### src/verilog/pmdb_pkg.sv
package pmdb_pkg;

   // bus geometry
   localparam int ADDR_W = 16;
   localparam int DATA_W = 32;
   localparam int IDX_W = 14;
   localparam int SLOT_W = 3;
   localparam int SLOTS = 8;
   localparam int REG_W = 8;

   // register indices; byte address is four times the index
   localparam logic [IDX_W-1:0] IDX_PIN_CHANGE = 14'h0796;
   localparam logic [IDX_W-1:0] IDX_TIMER = 14'h0797;
   localparam logic [IDX_W-1:0] IDX_OSC = 14'h0798;
   localparam logic [IDX_W-1:0] IDX_ANALOG = 14'h0799;
   localparam logic [IDX_W-1:0] IDX_PWM_CAP = 14'h079a;
   localparam logic [IDX_W-1:0] IDX_WAVE_GEN = 14'h079b;
   localparam logic [IDX_W-1:0] IDX_SERIAL = 14'h079c;
   localparam logic [IDX_W-1:0] IDX_LOGIC_MEAS = 14'h079d;

   // storage slots, in index order
   localparam logic [SLOT_W-1:0] SL_PIN_CHANGE = 3'h0;
   localparam logic [SLOT_W-1:0] SL_TIMER = 3'h1;
   localparam logic [SLOT_W-1:0] SL_OSC = 3'h2;
   localparam logic [SLOT_W-1:0] SL_ANALOG = 3'h3;
   localparam logic [SLOT_W-1:0] SL_PWM_CAP = 3'h4;
   localparam logic [SLOT_W-1:0] SL_WAVE_GEN = 3'h5;
   localparam logic [SLOT_W-1:0] SL_SERIAL = 3'h6;
   localparam logic [SLOT_W-1:0] SL_LOGIC_MEAS = 3'h7;

   // implemented bits per slot
   localparam logic [SLOTS*REG_W-1:0] IMPL_MASKS = {
      8'h3f,  // logic cells, modulator, measure timer
      8'h13,  // serial ports
      8'h60,  // waveform generators
      8'h6f,  // pwm and capture units
      8'h67,  // dac, adc, comparators, zero cross
      8'h80,  // oscillator
      8'h7f,  // timers 0..6
      8'h01   // pin-change interrupt
   };
   localparam logic [REG_W-1:0] REG_RESET = 8'h00;

   // field positions
   localparam int B_PIN_CHANGE = 0;
   localparam int B_TIMER_LO = 0;
   localparam int B_OSC = 7;
   localparam int B_DAC = 6;
   localparam int B_ADC = 5;
   localparam int B_CMP2 = 2;
   localparam int B_CMP1 = 1;
   localparam int B_ZCD = 0;
   localparam int B_PWM7 = 6;
   localparam int B_PWM6 = 5;
   localparam int B_CAP4 = 3;
   localparam int B_CAP3 = 2;
   localparam int B_CAP2 = 1;
   localparam int B_CAP1 = 0;
   localparam int B_WG2 = 6;
   localparam int B_WG1 = 5;
   localparam int B_ASYNC = 4;
   localparam int B_SYNC2 = 1;
   localparam int B_SYNC1 = 0;
   localparam int B_SMT = 5;
   localparam int B_CELL_LO = 1;
   localparam int B_DSM = 0;

   // bus responses
   localparam logic [1:0] RESP_OKAY = 2'h0;
   localparam logic [1:0] RESP_SLVERR = 2'h2;

   typedef enum logic [0:0] {WR_IDLE, WR_RESP} pmdb_wr_st_t;
   typedef enum logic [1:0] {RD_IDLE, RD_WAIT, RD_RESP} pmdb_rd_st_t;

endpackage

### src/verilog/pmdb_bank.sv
// Functional notes
// - pin-change disable bit set turns off change interrupts on all ports.
// - register at 0x797 bits 0..6 disable timers 0..6.
// - register at 0x798 bit 7 disables the numeric oscillator.
// - 0x799: dac bit 6, adc 5, comparators 2 and 1, zero cross 0.
// - 0x79A: pwm 7 bit 6, pwm 6 bit 5, capture units 4..1 bits 3..0.
// - 0x79B: waveform generator 2 bit 6, generator 1 bit 5.
// - 0x79C: async serial bit 4, sync serial 2 bit 1, 1 bit 0.
// - 0x79D: measure timer bit 5, logic cells 4..1 bits 4..1, modulator 0.
module pmdb_bank
   import pmdb_pkg::*;
(
   input wire logic aclk,                  // system clock
   input wire logic aresetn,               // sync reset, active low
   input wire logic [ADDR_W-1:0] awaddr,   // write address
   input wire logic [2:0] awprot,          // write protection, unused
   input wire logic awvalid,               // write address valid
   output logic awready,                   // write address ready
   input wire logic [DATA_W-1:0] wdata,    // write data
   input wire logic [3:0] wstrb,           // write byte strobes
   input wire logic wvalid,                // write data valid
   output logic wready,                    // write data ready
   output logic [1:0] bresp,               // write response
   output logic bvalid,                    // write response valid
   input wire logic bready,                // write response ready
   input wire logic [ADDR_W-1:0] araddr,   // read address
   input wire logic [2:0] arprot,          // read protection, unused
   input wire logic arvalid,               // read address valid
   output logic arready,                   // read address ready
   output logic [DATA_W-1:0] rdata,        // read data
   output logic [1:0] rresp,               // read response
   output logic rvalid,                    // read data valid
   input wire logic rready,                // read data ready
   output logic pin_change_irq_off,        // all ports change irq off
   output logic [6:0] timer_n_off,         // timers 6..0 off
   output logic num_ctrl_osc_off,          // numeric oscillator off
   output logic dac_off,                   // dac off
   output logic adc_off,                   // adc off
   output logic comparator_two_off,        // comparator 2 off
   output logic comparator_one_off,        // comparator 1 off
   output logic zero_cross_off,            // zero cross detector off
   output logic pwm_unit_seven_off,        // pwm 7 off
   output logic pwm_unit_six_off,          // pwm 6 off
   output logic capture_unit_four_off,     // capture unit 4 off
   output logic capture_unit_three_off,    // capture unit 3 off
   output logic capture_unit_two_off,      // capture unit 2 off
   output logic capture_unit_one_off,      // capture unit 1 off
   output logic waveform_gen_two_off,      // waveform gen 2 off
   output logic waveform_gen_one_off,      // waveform gen 1 off
   output logic async_serial_off,          // async serial port off
   output logic sync_serial_two_off,       // sync serial 2 off
   output logic sync_serial_one_off,       // sync serial 1 off
   output logic signal_measure_timer_off,  // measure timer off
   output logic [3:0] logic_cell_n_off,    // logic cells 4..1 off
   output logic signal_modulator_off       // signal modulator off
);

   // index to slot; the same map serves writes and reads
   function automatic logic [SLOT_W:0] idx_decode(input logic [ADDR_W-1:0] addr);
      logic [IDX_W-1:0] idx;
      logic [SLOT_W:0] res;
      idx = addr[ADDR_W-1:2];
      res = '0;
      unique case (idx)
         IDX_PIN_CHANGE: res = {1'b1, SL_PIN_CHANGE};
         IDX_TIMER: res = {1'b1, SL_TIMER};
         IDX_OSC: res = {1'b1, SL_OSC};
         IDX_ANALOG: res = {1'b1, SL_ANALOG};
         IDX_PWM_CAP: res = {1'b1, SL_PWM_CAP};
         IDX_WAVE_GEN: res = {1'b1, SL_WAVE_GEN};
         IDX_SERIAL: res = {1'b1, SL_SERIAL};
         IDX_LOGIC_MEAS: res = {1'b1, SL_LOGIC_MEAS};
         default: res = '0;
      endcase
      return res;
   endfunction

   // write channel state
   pmdb_wr_st_t wr_st_r, wr_st_nxt;
   logic aw_got_r, aw_got_nxt;
   logic w_got_r, w_got_nxt;
   logic [ADDR_W-1:0] awaddr_r, awaddr_nxt;
   logic [REG_W-1:0] wbyte_r, wbyte_nxt;
   logic wlane_r, wlane_nxt;
   logic awready_r, awready_nxt;
   logic wready_r, wready_nxt;
   logic bvalid_r, bvalid_nxt;
   logic [1:0] bresp_r, bresp_nxt;

   // read channel state
   pmdb_rd_st_t rd_st_r, rd_st_nxt;
   logic arready_r, arready_nxt;
   logic rvalid_r, rvalid_nxt;
   logic [DATA_W-1:0] rdata_r, rdata_nxt;
   logic [1:0] rresp_r, rresp_nxt;
   logic rhit_r, rhit_nxt;

   // register file hookup
   logic rf_wr_en;
   logic [SLOT_W-1:0] rf_wr_slot;
   logic [REG_W-1:0] rf_wr_data;
   logic rf_rd_en;
   logic [SLOT_W-1:0] rf_rd_slot;
   logic [REG_W-1:0] rf_rd_data;
   logic [SLOTS*REG_W-1:0] rf_all;

   // helpers
   logic aw_hs, w_hs, ar_hs;
   logic [ADDR_W-1:0] wr_addr;
   logic [REG_W-1:0] wr_byte;
   logic wr_lane;
   logic [SLOT_W:0] wr_dec, rd_dec;

   // disable outputs, one flop per slot bit
   logic [SLOTS*REG_W-1:0] off_r, off_nxt;

   assign aw_hs = awvalid & awready_r;
   assign w_hs = wvalid & wready_r;
   assign ar_hs = arvalid & arready_r;

   // address and data arrive in either order; use the live one if just taken
   assign wr_addr = aw_got_r ? awaddr_r : awaddr;
   assign wr_byte = w_got_r ? wbyte_r : wdata[REG_W-1:0];
   assign wr_lane = w_got_r ? wlane_r : wstrb[0];
   assign wr_dec = idx_decode(wr_addr);
   assign rd_dec = idx_decode(araddr);

   // write channel next state
   always_comb begin
      wr_st_nxt = wr_st_r;
      aw_got_nxt = aw_got_r;
      w_got_nxt = w_got_r;
      awaddr_nxt = awaddr_r;
      wbyte_nxt = wbyte_r;
      wlane_nxt = wlane_r;
      awready_nxt = awready_r;
      wready_nxt = wready_r;
      bvalid_nxt = bvalid_r;
      bresp_nxt = bresp_r;
      rf_wr_en = 1'b0;
      rf_wr_slot = wr_dec[SLOT_W-1:0];
      rf_wr_data = wr_byte;
      unique case (wr_st_r)
         WR_IDLE: begin
            if (aw_hs) begin
               aw_got_nxt = 1'b1;
               awaddr_nxt = awaddr;
            end
            if (w_hs) begin
               w_got_nxt = 1'b1;
               wbyte_nxt = wdata[REG_W-1:0];
               wlane_nxt = wstrb[0];
            end
            if ((aw_got_r | aw_hs) && (w_got_r | w_hs)) begin
               // only lane 0 carries data; others are zero-filled bits
               rf_wr_en = wr_dec[SLOT_W] & wr_lane;
               bresp_nxt = wr_dec[SLOT_W] ? RESP_OKAY : RESP_SLVERR;
               bvalid_nxt = 1'b1;
               aw_got_nxt = 1'b0;
               w_got_nxt = 1'b0;
               awready_nxt = 1'b0;
               wready_nxt = 1'b0;
               wr_st_nxt = WR_RESP;
            end else begin
               awready_nxt = ~aw_got_nxt;
               wready_nxt = ~w_got_nxt;
            end
         end
         WR_RESP: begin
            if (bready) begin
               bvalid_nxt = 1'b0;
               awready_nxt = 1'b1;
               wready_nxt = 1'b1;
               wr_st_nxt = WR_IDLE;
            end
         end
      endcase
   end

   always_ff @(posedge aclk) begin
      if (!aresetn) begin
         wr_st_r <= WR_IDLE;
         aw_got_r <= 1'b0;
         w_got_r <= 1'b0;
         awaddr_r <= '0;
         wbyte_r <= '0;
         wlane_r <= 1'b0;
         awready_r <= 1'b0;
         wready_r <= 1'b0;
         bvalid_r <= 1'b0;
         bresp_r <= RESP_OKAY;
      end else begin
         wr_st_r <= wr_st_nxt;
         aw_got_r <= aw_got_nxt;
         w_got_r <= w_got_nxt;
         awaddr_r <= awaddr_nxt;
         wbyte_r <= wbyte_nxt;
         wlane_r <= wlane_nxt;
         awready_r <= awready_nxt;
         wready_r <= wready_nxt;
         bvalid_r <= bvalid_nxt;
         bresp_r <= bresp_nxt;
      end
   end

   // read channel next state; one wait cycle for the registered file
   always_comb begin
      rd_st_nxt = rd_st_r;
      arready_nxt = arready_r;
      rvalid_nxt = rvalid_r;
      rdata_nxt = rdata_r;
      rresp_nxt = rresp_r;
      rhit_nxt = rhit_r;
      rf_rd_en = 1'b0;
      rf_rd_slot = rd_dec[SLOT_W-1:0];
      unique case (rd_st_r)
         RD_IDLE: begin
            arready_nxt = 1'b1;
            if (ar_hs) begin
               rf_rd_en = rd_dec[SLOT_W];
               rhit_nxt = rd_dec[SLOT_W];
               arready_nxt = 1'b0;
               rd_st_nxt = RD_WAIT;
            end
         end
         RD_WAIT: begin
            // upper bits and misses read as zero
            rdata_nxt = rhit_r ? {{(DATA_W-REG_W){1'b0}}, rf_rd_data} : '0;
            rresp_nxt = rhit_r ? RESP_OKAY : RESP_SLVERR;
            rvalid_nxt = 1'b1;
            rd_st_nxt = RD_RESP;
         end
         RD_RESP: begin
            if (rready) begin
               rvalid_nxt = 1'b0;
               arready_nxt = 1'b1;
               rd_st_nxt = RD_IDLE;
            end
         end
         default: begin
            rd_st_nxt = RD_IDLE;
            rvalid_nxt = 1'b0;
            arready_nxt = 1'b0;
         end
      endcase
   end

   always_ff @(posedge aclk) begin
      if (!aresetn) begin
         rd_st_r <= RD_IDLE;
         arready_r <= 1'b0;
         rvalid_r <= 1'b0;
         rdata_r <= '0;
         rresp_r <= RESP_OKAY;
         rhit_r <= 1'b0;
      end else begin
         rd_st_r <= rd_st_nxt;
         arready_r <= arready_nxt;
         rvalid_r <= rvalid_nxt;
         rdata_r <= rdata_nxt;
         rresp_r <= rresp_nxt;
         rhit_r <= rhit_nxt;
      end
   end

   pmdb_regfile u_regs (
      .aclk(aclk),
      .aresetn(aresetn),
      .wr_en(rf_wr_en),
      .wr_slot(rf_wr_slot),
      .wr_data(rf_wr_data),
      .rd_en(rf_rd_en),
      .rd_slot(rf_rd_slot),
      .rd_data(rf_rd_data),
      .all_regs(rf_all)
   );

   // outputs follow the stored bits one cycle later, glitch-free fan-out
   always_comb begin
      off_nxt = rf_all;
   end

   always_ff @(posedge aclk) begin
      if (!aresetn) begin
         off_r <= '0; // all modules enabled out of reset
      end else begin
         off_r <= off_nxt;
      end
   end

   // slot byte helpers for the fan-out below
   logic [REG_W-1:0] o_pin, o_tmr, o_osc, o_ana, o_pwm, o_wg, o_ser, o_lm;
   assign o_pin = off_r[SL_PIN_CHANGE*REG_W +: REG_W];
   assign o_tmr = off_r[SL_TIMER*REG_W +: REG_W];
   assign o_osc = off_r[SL_OSC*REG_W +: REG_W];
   assign o_ana = off_r[SL_ANALOG*REG_W +: REG_W];
   assign o_pwm = off_r[SL_PWM_CAP*REG_W +: REG_W];
   assign o_wg = off_r[SL_WAVE_GEN*REG_W +: REG_W];
   assign o_ser = off_r[SL_SERIAL*REG_W +: REG_W];
   assign o_lm = off_r[SL_LOGIC_MEAS*REG_W +: REG_W];

   // per-peripheral disables, 1 = off, 0 = on
   assign pin_change_irq_off = o_pin[B_PIN_CHANGE];
   assign timer_n_off = o_tmr[B_TIMER_LO +: 7];
   assign num_ctrl_osc_off = o_osc[B_OSC];
   assign dac_off = o_ana[B_DAC];
   assign adc_off = o_ana[B_ADC];
   assign comparator_two_off = o_ana[B_CMP2];
   assign comparator_one_off = o_ana[B_CMP1];
   assign zero_cross_off = o_ana[B_ZCD];
   assign pwm_unit_seven_off = o_pwm[B_PWM7];
   assign pwm_unit_six_off = o_pwm[B_PWM6];
   assign capture_unit_four_off = o_pwm[B_CAP4];
   assign capture_unit_three_off = o_pwm[B_CAP3];
   assign capture_unit_two_off = o_pwm[B_CAP2];
   assign capture_unit_one_off = o_pwm[B_CAP1];
   assign waveform_gen_two_off = o_wg[B_WG2];
   assign waveform_gen_one_off = o_wg[B_WG1];
   assign async_serial_off = o_ser[B_ASYNC];
   assign sync_serial_two_off = o_ser[B_SYNC2];
   assign sync_serial_one_off = o_ser[B_SYNC1];
   assign signal_measure_timer_off = o_lm[B_SMT];
   assign logic_cell_n_off = o_lm[B_CELL_LO +: 4];
   assign signal_modulator_off = o_lm[B_DSM];

   // bus outputs straight from their flops
   assign awready = awready_r;
   assign wready = wready_r;
   assign bvalid = bvalid_r;
   assign bresp = bresp_r;
   assign arready = arready_r;
   assign rvalid = rvalid_r;
   assign rdata = rdata_r;
   assign rresp = rresp_r;

endmodule

### src/verilog/pmdb_regfile.sv
module pmdb_regfile
   import pmdb_pkg::*;
(
   input wire logic aclk,                      // system clock
   input wire logic aresetn,                   // sync reset, active low
   input wire logic wr_en,                     // write one slot
   input wire logic [SLOT_W-1:0] wr_slot,      // slot written
   input wire logic [REG_W-1:0] wr_data,       // data written
   input wire logic rd_en,                     // read one slot
   input wire logic [SLOT_W-1:0] rd_slot,      // slot read
   output logic [REG_W-1:0] rd_data,           // registered read data
   output logic [SLOTS*REG_W-1:0] all_regs     // every slot, flat
);

   logic [REG_W-1:0] mem_r [SLOTS];
   logic [REG_W-1:0] mem_nxt [SLOTS];
   logic [REG_W-1:0] rd_data_r;
   logic [REG_W-1:0] rd_data_nxt;

   // per-slot update; unimplemented bits stay zero
   genvar g;
   generate
      for (g = 0; g < SLOTS; g++) begin : g_slot
         always_comb begin
            mem_nxt[g] = mem_r[g];
            if (wr_en && wr_slot == SLOT_W'(g)) begin
               mem_nxt[g] = wr_data & IMPL_MASKS[g*REG_W +: REG_W];
            end
         end
         always_ff @(posedge aclk) begin
            if (!aresetn) begin
               mem_r[g] <= REG_RESET;
            end else begin
               mem_r[g] <= mem_nxt[g];
            end
         end
         assign all_regs[g*REG_W +: REG_W] = mem_r[g];
      end
   endgenerate

   // read data held until the next read of a mapped slot
   always_comb begin
      rd_data_nxt = rd_data_r;
      if (rd_en) begin
         rd_data_nxt = mem_r[rd_slot];
      end
   end

   always_ff @(posedge aclk) begin
      if (!aresetn) begin
         rd_data_r <= REG_RESET;
      end else begin
         rd_data_r <= rd_data_nxt;
      end
   end

   assign rd_data = rd_data_r;

endmodule
### config.mk
export PLATFORM = sky130hd
export DESIGN_NAME = pmdb_bank
export DESIGN_NICKNAME = d
export VERILOG_FILES = /design/src/verilog/pmdb_pkg.sv /design/src/verilog/pmdb_bank.sv /design/src/verilog/pmdb_regfile.sv
export SDC_FILE = /design/constraint.sdc
export NUM_CORES = 1
export LEC_CHECK = 0
export BUFFER_PORTS_ARGS = -buffer_cell sky130_fd_sc_hd__buf_2
export CAP_MARGIN = 15
export CORE_UTILIZATION = 50
export DETAILED_ROUTE_END_ITERATION = 6
export HOLD_SLACK_MARGIN = 0.06
export PLACE_DENSITY = 0.83
export REMOVE_ABC_BUFFERS = 1
export SYNTH_ARGS = -nofsm -noshare
export SYNTH_HDL_FRONTEND = slang
export SYNTH_SLANG_ARGS = --single-unit
### constraint.sdc
create_clock -name aclk -period 2.25 [get_ports aclk]
set_input_delay 0.45 -clock aclk [delete_from_list [all_inputs] [get_ports aclk]]
set_output_delay 0.45 -clock aclk [all_outputs]
set_load 0.02 [all_outputs]
==> metrics.cfg <==
[timing]
maxSlewViolCount=0
max_freq_ghz=0.474
clock_skew_ns=0.00771
rsz0062_at_grt=no
whs_ns=0.182
tightestPinTransition_ns=0.634
relSlewSlack_pct=57.6
finalCriticalPeriod_ns=2.11
setup_viol=0
hold_viol_final=0
min_period_over_period_pct=93.8
fin_ws_ns=0.139
setup_tns_ns=0

[clocking]
clockBufferDepth=2
cts_made_buffers=17
htree_levels=4
cts_root_buf=clkbuf_8
clock_sinks=114
cts_tree=yes
clk_latency_ns=0.52
clk_pin_slew_ns=0.05

[floorplanning]
num_rows=34
core_area_um2=8890
die_w_um=98.9
initial_core_util_pct=52.8
dieArea_um2=9770
die_height_um=98.9
io-pin-count=153

[placement]
gp_congestion=0.891
hpwl_mm=7.79
place_area_um2=5250
place_ws_ns=-0.0626
port-buffer-count=89

[setup_path]
path_class=register to register
startpoint=awaddr_r[10]
worstPathMaxFanout=5
r2r_slack_ns=0.14
endpoint_kind=register
arrival_ns=2.50
endpoint=u_regs.mem_r[3][2]
r2r_start=awaddr_r[10]
worst-endpoint-required_ns=2.64
rr_worst_depth=6
worstSetupStartpointType=register
regToRegEndpoint=u_regs.mem_r[3][2]

[yosys]
ys_seq_area_share_pct=48.7
yosysUniqueCellTypes=51
syn_area_um2=4690
synthFlopType=dfxtp_1
yosysWarnings=0
synth_area_per_cell_um2=9.00
async_flop_share_pct=0
synth_edf_count=0
syn_inst=521
ys_ff_latch=114

[route]
routed_wl_mm=10.9
drc=0
dr_total_vias=3967
ant_nets=0
vias_per_cell=5.31
drt_iter0_drc=218
wl_per_cell_um=14.5
drt_pre_antenna_iters=5

[grt]
track_usage_pct=23.7
grt_max_degree=29
grt_pass1_vias=3787
grt_pass1_wl_mm=17.9
antenna_found_initial=0
gr-total-overflow=0

[finish]
final_common_cell=dfxtp_1
num_antenna_cells=0
drive_gt1_share_pct=25.0
finish.utilization_pct=65.7
final_cell_mix=114 x dfxtp_1, 103 x nand2_1, 89 x buf_2
syn2layout_area_growth_pct=24.5
nNetsFinal=709
finalInstanceArea_um2=5840

[min_path]
hp-class=input port to register

[power]
leakage_uw=0.00284
ir_worst_vdd_v=0.000567
cellPowerDensity_nw_per_um2=876

[flow_run]
drv_cap=0

[status]
status=finished, final reports clean

==> cell type report <==
| cell class | instances | area, um^2 |
|---|---|---|
| fill | 692 | 3050 |
| sequential | 114 | 2280 |
| multi-input combinational | 350 | 2100 |
| timing repair buffer | 111 | 611 |
| clock buffer | 20 | 425 |
| clock inverter | 10 | 161 |
| tap | 108 | 135 |
| inverter | 34 | 128 |
==> kinds of logic (layout without fill, tap and decap cells) <==
family	after synthesis	after routing	synth area share (%)
and+or+nand+nor	182	182	18.9
DFF	114	114	48.7
AOI/OAI and AO/OA	84	84	10.8
buffers and inverters	82	175	8.78
muxes	56	56	12.4
xor gates and xnor gates	2	2	0.374
other	1	26	0.0799
==> critical path, cell delays in order (launching register included) <==
cell and delay (ns):
dfxtp_1 0.32, nor4bb_1 0.33, nand4b_1 0.30, a2111oi_2 0.42, buf_4 0.19, nand2_1 0.23
mux2i_1 0.19
==> worst min-delay path by stage <==
stage | startpoint | end | slack, ns | cells after the start
6_report | awaddr[13] | awaddr_r[13] | 0.18 | 3
5_1_grt | awaddr[12] | awaddr_r[12] | 0.17 | 3
4_1_cts | awaddr[12] | awaddr_r[12] | 0.17 | 3
3_5_place_dp | u_regs.mem_r[1][6] | off_r[14] | 0.44 | 2
3_3_place_gp | rdata[6] | rdata[6] | 0.44 | 2
2_1_floorplan | u_regs.mem_r[4][2] | off_r[34] | 0.42 | 2
==> power by group <==
part / internal, uW / switching (uW) / total [uW] / leakage, uW
clock network: 1780 / 887 / 2670 / 0.000277
logic: 128 / 236 / 364 / 0.00164
registers: 2060 / 25.4 / 2090 / 0.000922
==> registers in the layout, indices dropped and copies added, names as in the netlist <==
name	count
off_r	31
u_regs.mem_r	31
awaddr_r	14
rdata	8
u_regs.rd_data	8
wbyte_r	8
rd_st_r	2
arready	1
aw_got_r	1
awready	1
bresp	1
bvalid	1
rhit_r	1
rresp	1
rvalid	1
w_got_r	1
wlane_r	1
wr_st_r	1
wready	1
==> routing by layer <==
layer / share of wire (%) / vias to the layer above / track usage, %
met2: 50 / 151 / 39.6
met5: 0 / - / 0
met4: 2.0 / 0 / 11.3
met1: 43 / 1859 / 29.1
li1: - / 1937 / -
met3: 5.3 / 20 / 5.32
==> timing repair <==
item                       CTS  global route
hold endpoints to repair     0             0
resized for setup            0             1
setup endpoints to repair    0             5
hold buffers                 0             0
setup buffers                0             0
==> stage by stage <==
step / std cells / total power, uW
floorplan: 498 / 2340
global placement: 717 / 2470
detailed placement: 717 / 2480
CTS: 747 / 5130
global route: 747 / 5280
finish: 747 / 5120
==> Yosys cell counts (2+ instances only) <==
cell,number,area (um^2)
mux2i_1,39,390
nand2b_1,2,12.5
dfxtp_1,114,2280
inv_1,33,124
nor2b_1,6,37.5
a311oi_1,2,17.5
nand3_1,13,65.1
nor4_1,2,12.5
and3b_1,6,52.6
clkbuf_2,2,10.0
nand4b_1,4,35.0
a211oi_1,3,22.5
clkbuf_1,15,56.3
nand2_1,103,387
o21ai_0,14,70.1
a21oi_1,47,235
mux2_2,17,191
or3_1,2,12.5
a31oi_1,6,37.5
buf_2,3,15.0
nor2_1,19,71.3
buf_1,2,7.51
nand4_1,4,25.0
o211a_1,2,20.0
nor3b_1,2,15.0
nand3b_1,2,15.0
nor4bb_1,3,30.0
nor3_1,6,30.0
buf_4,26,195
Note: power is estimated with default switching activity, not from simulation.
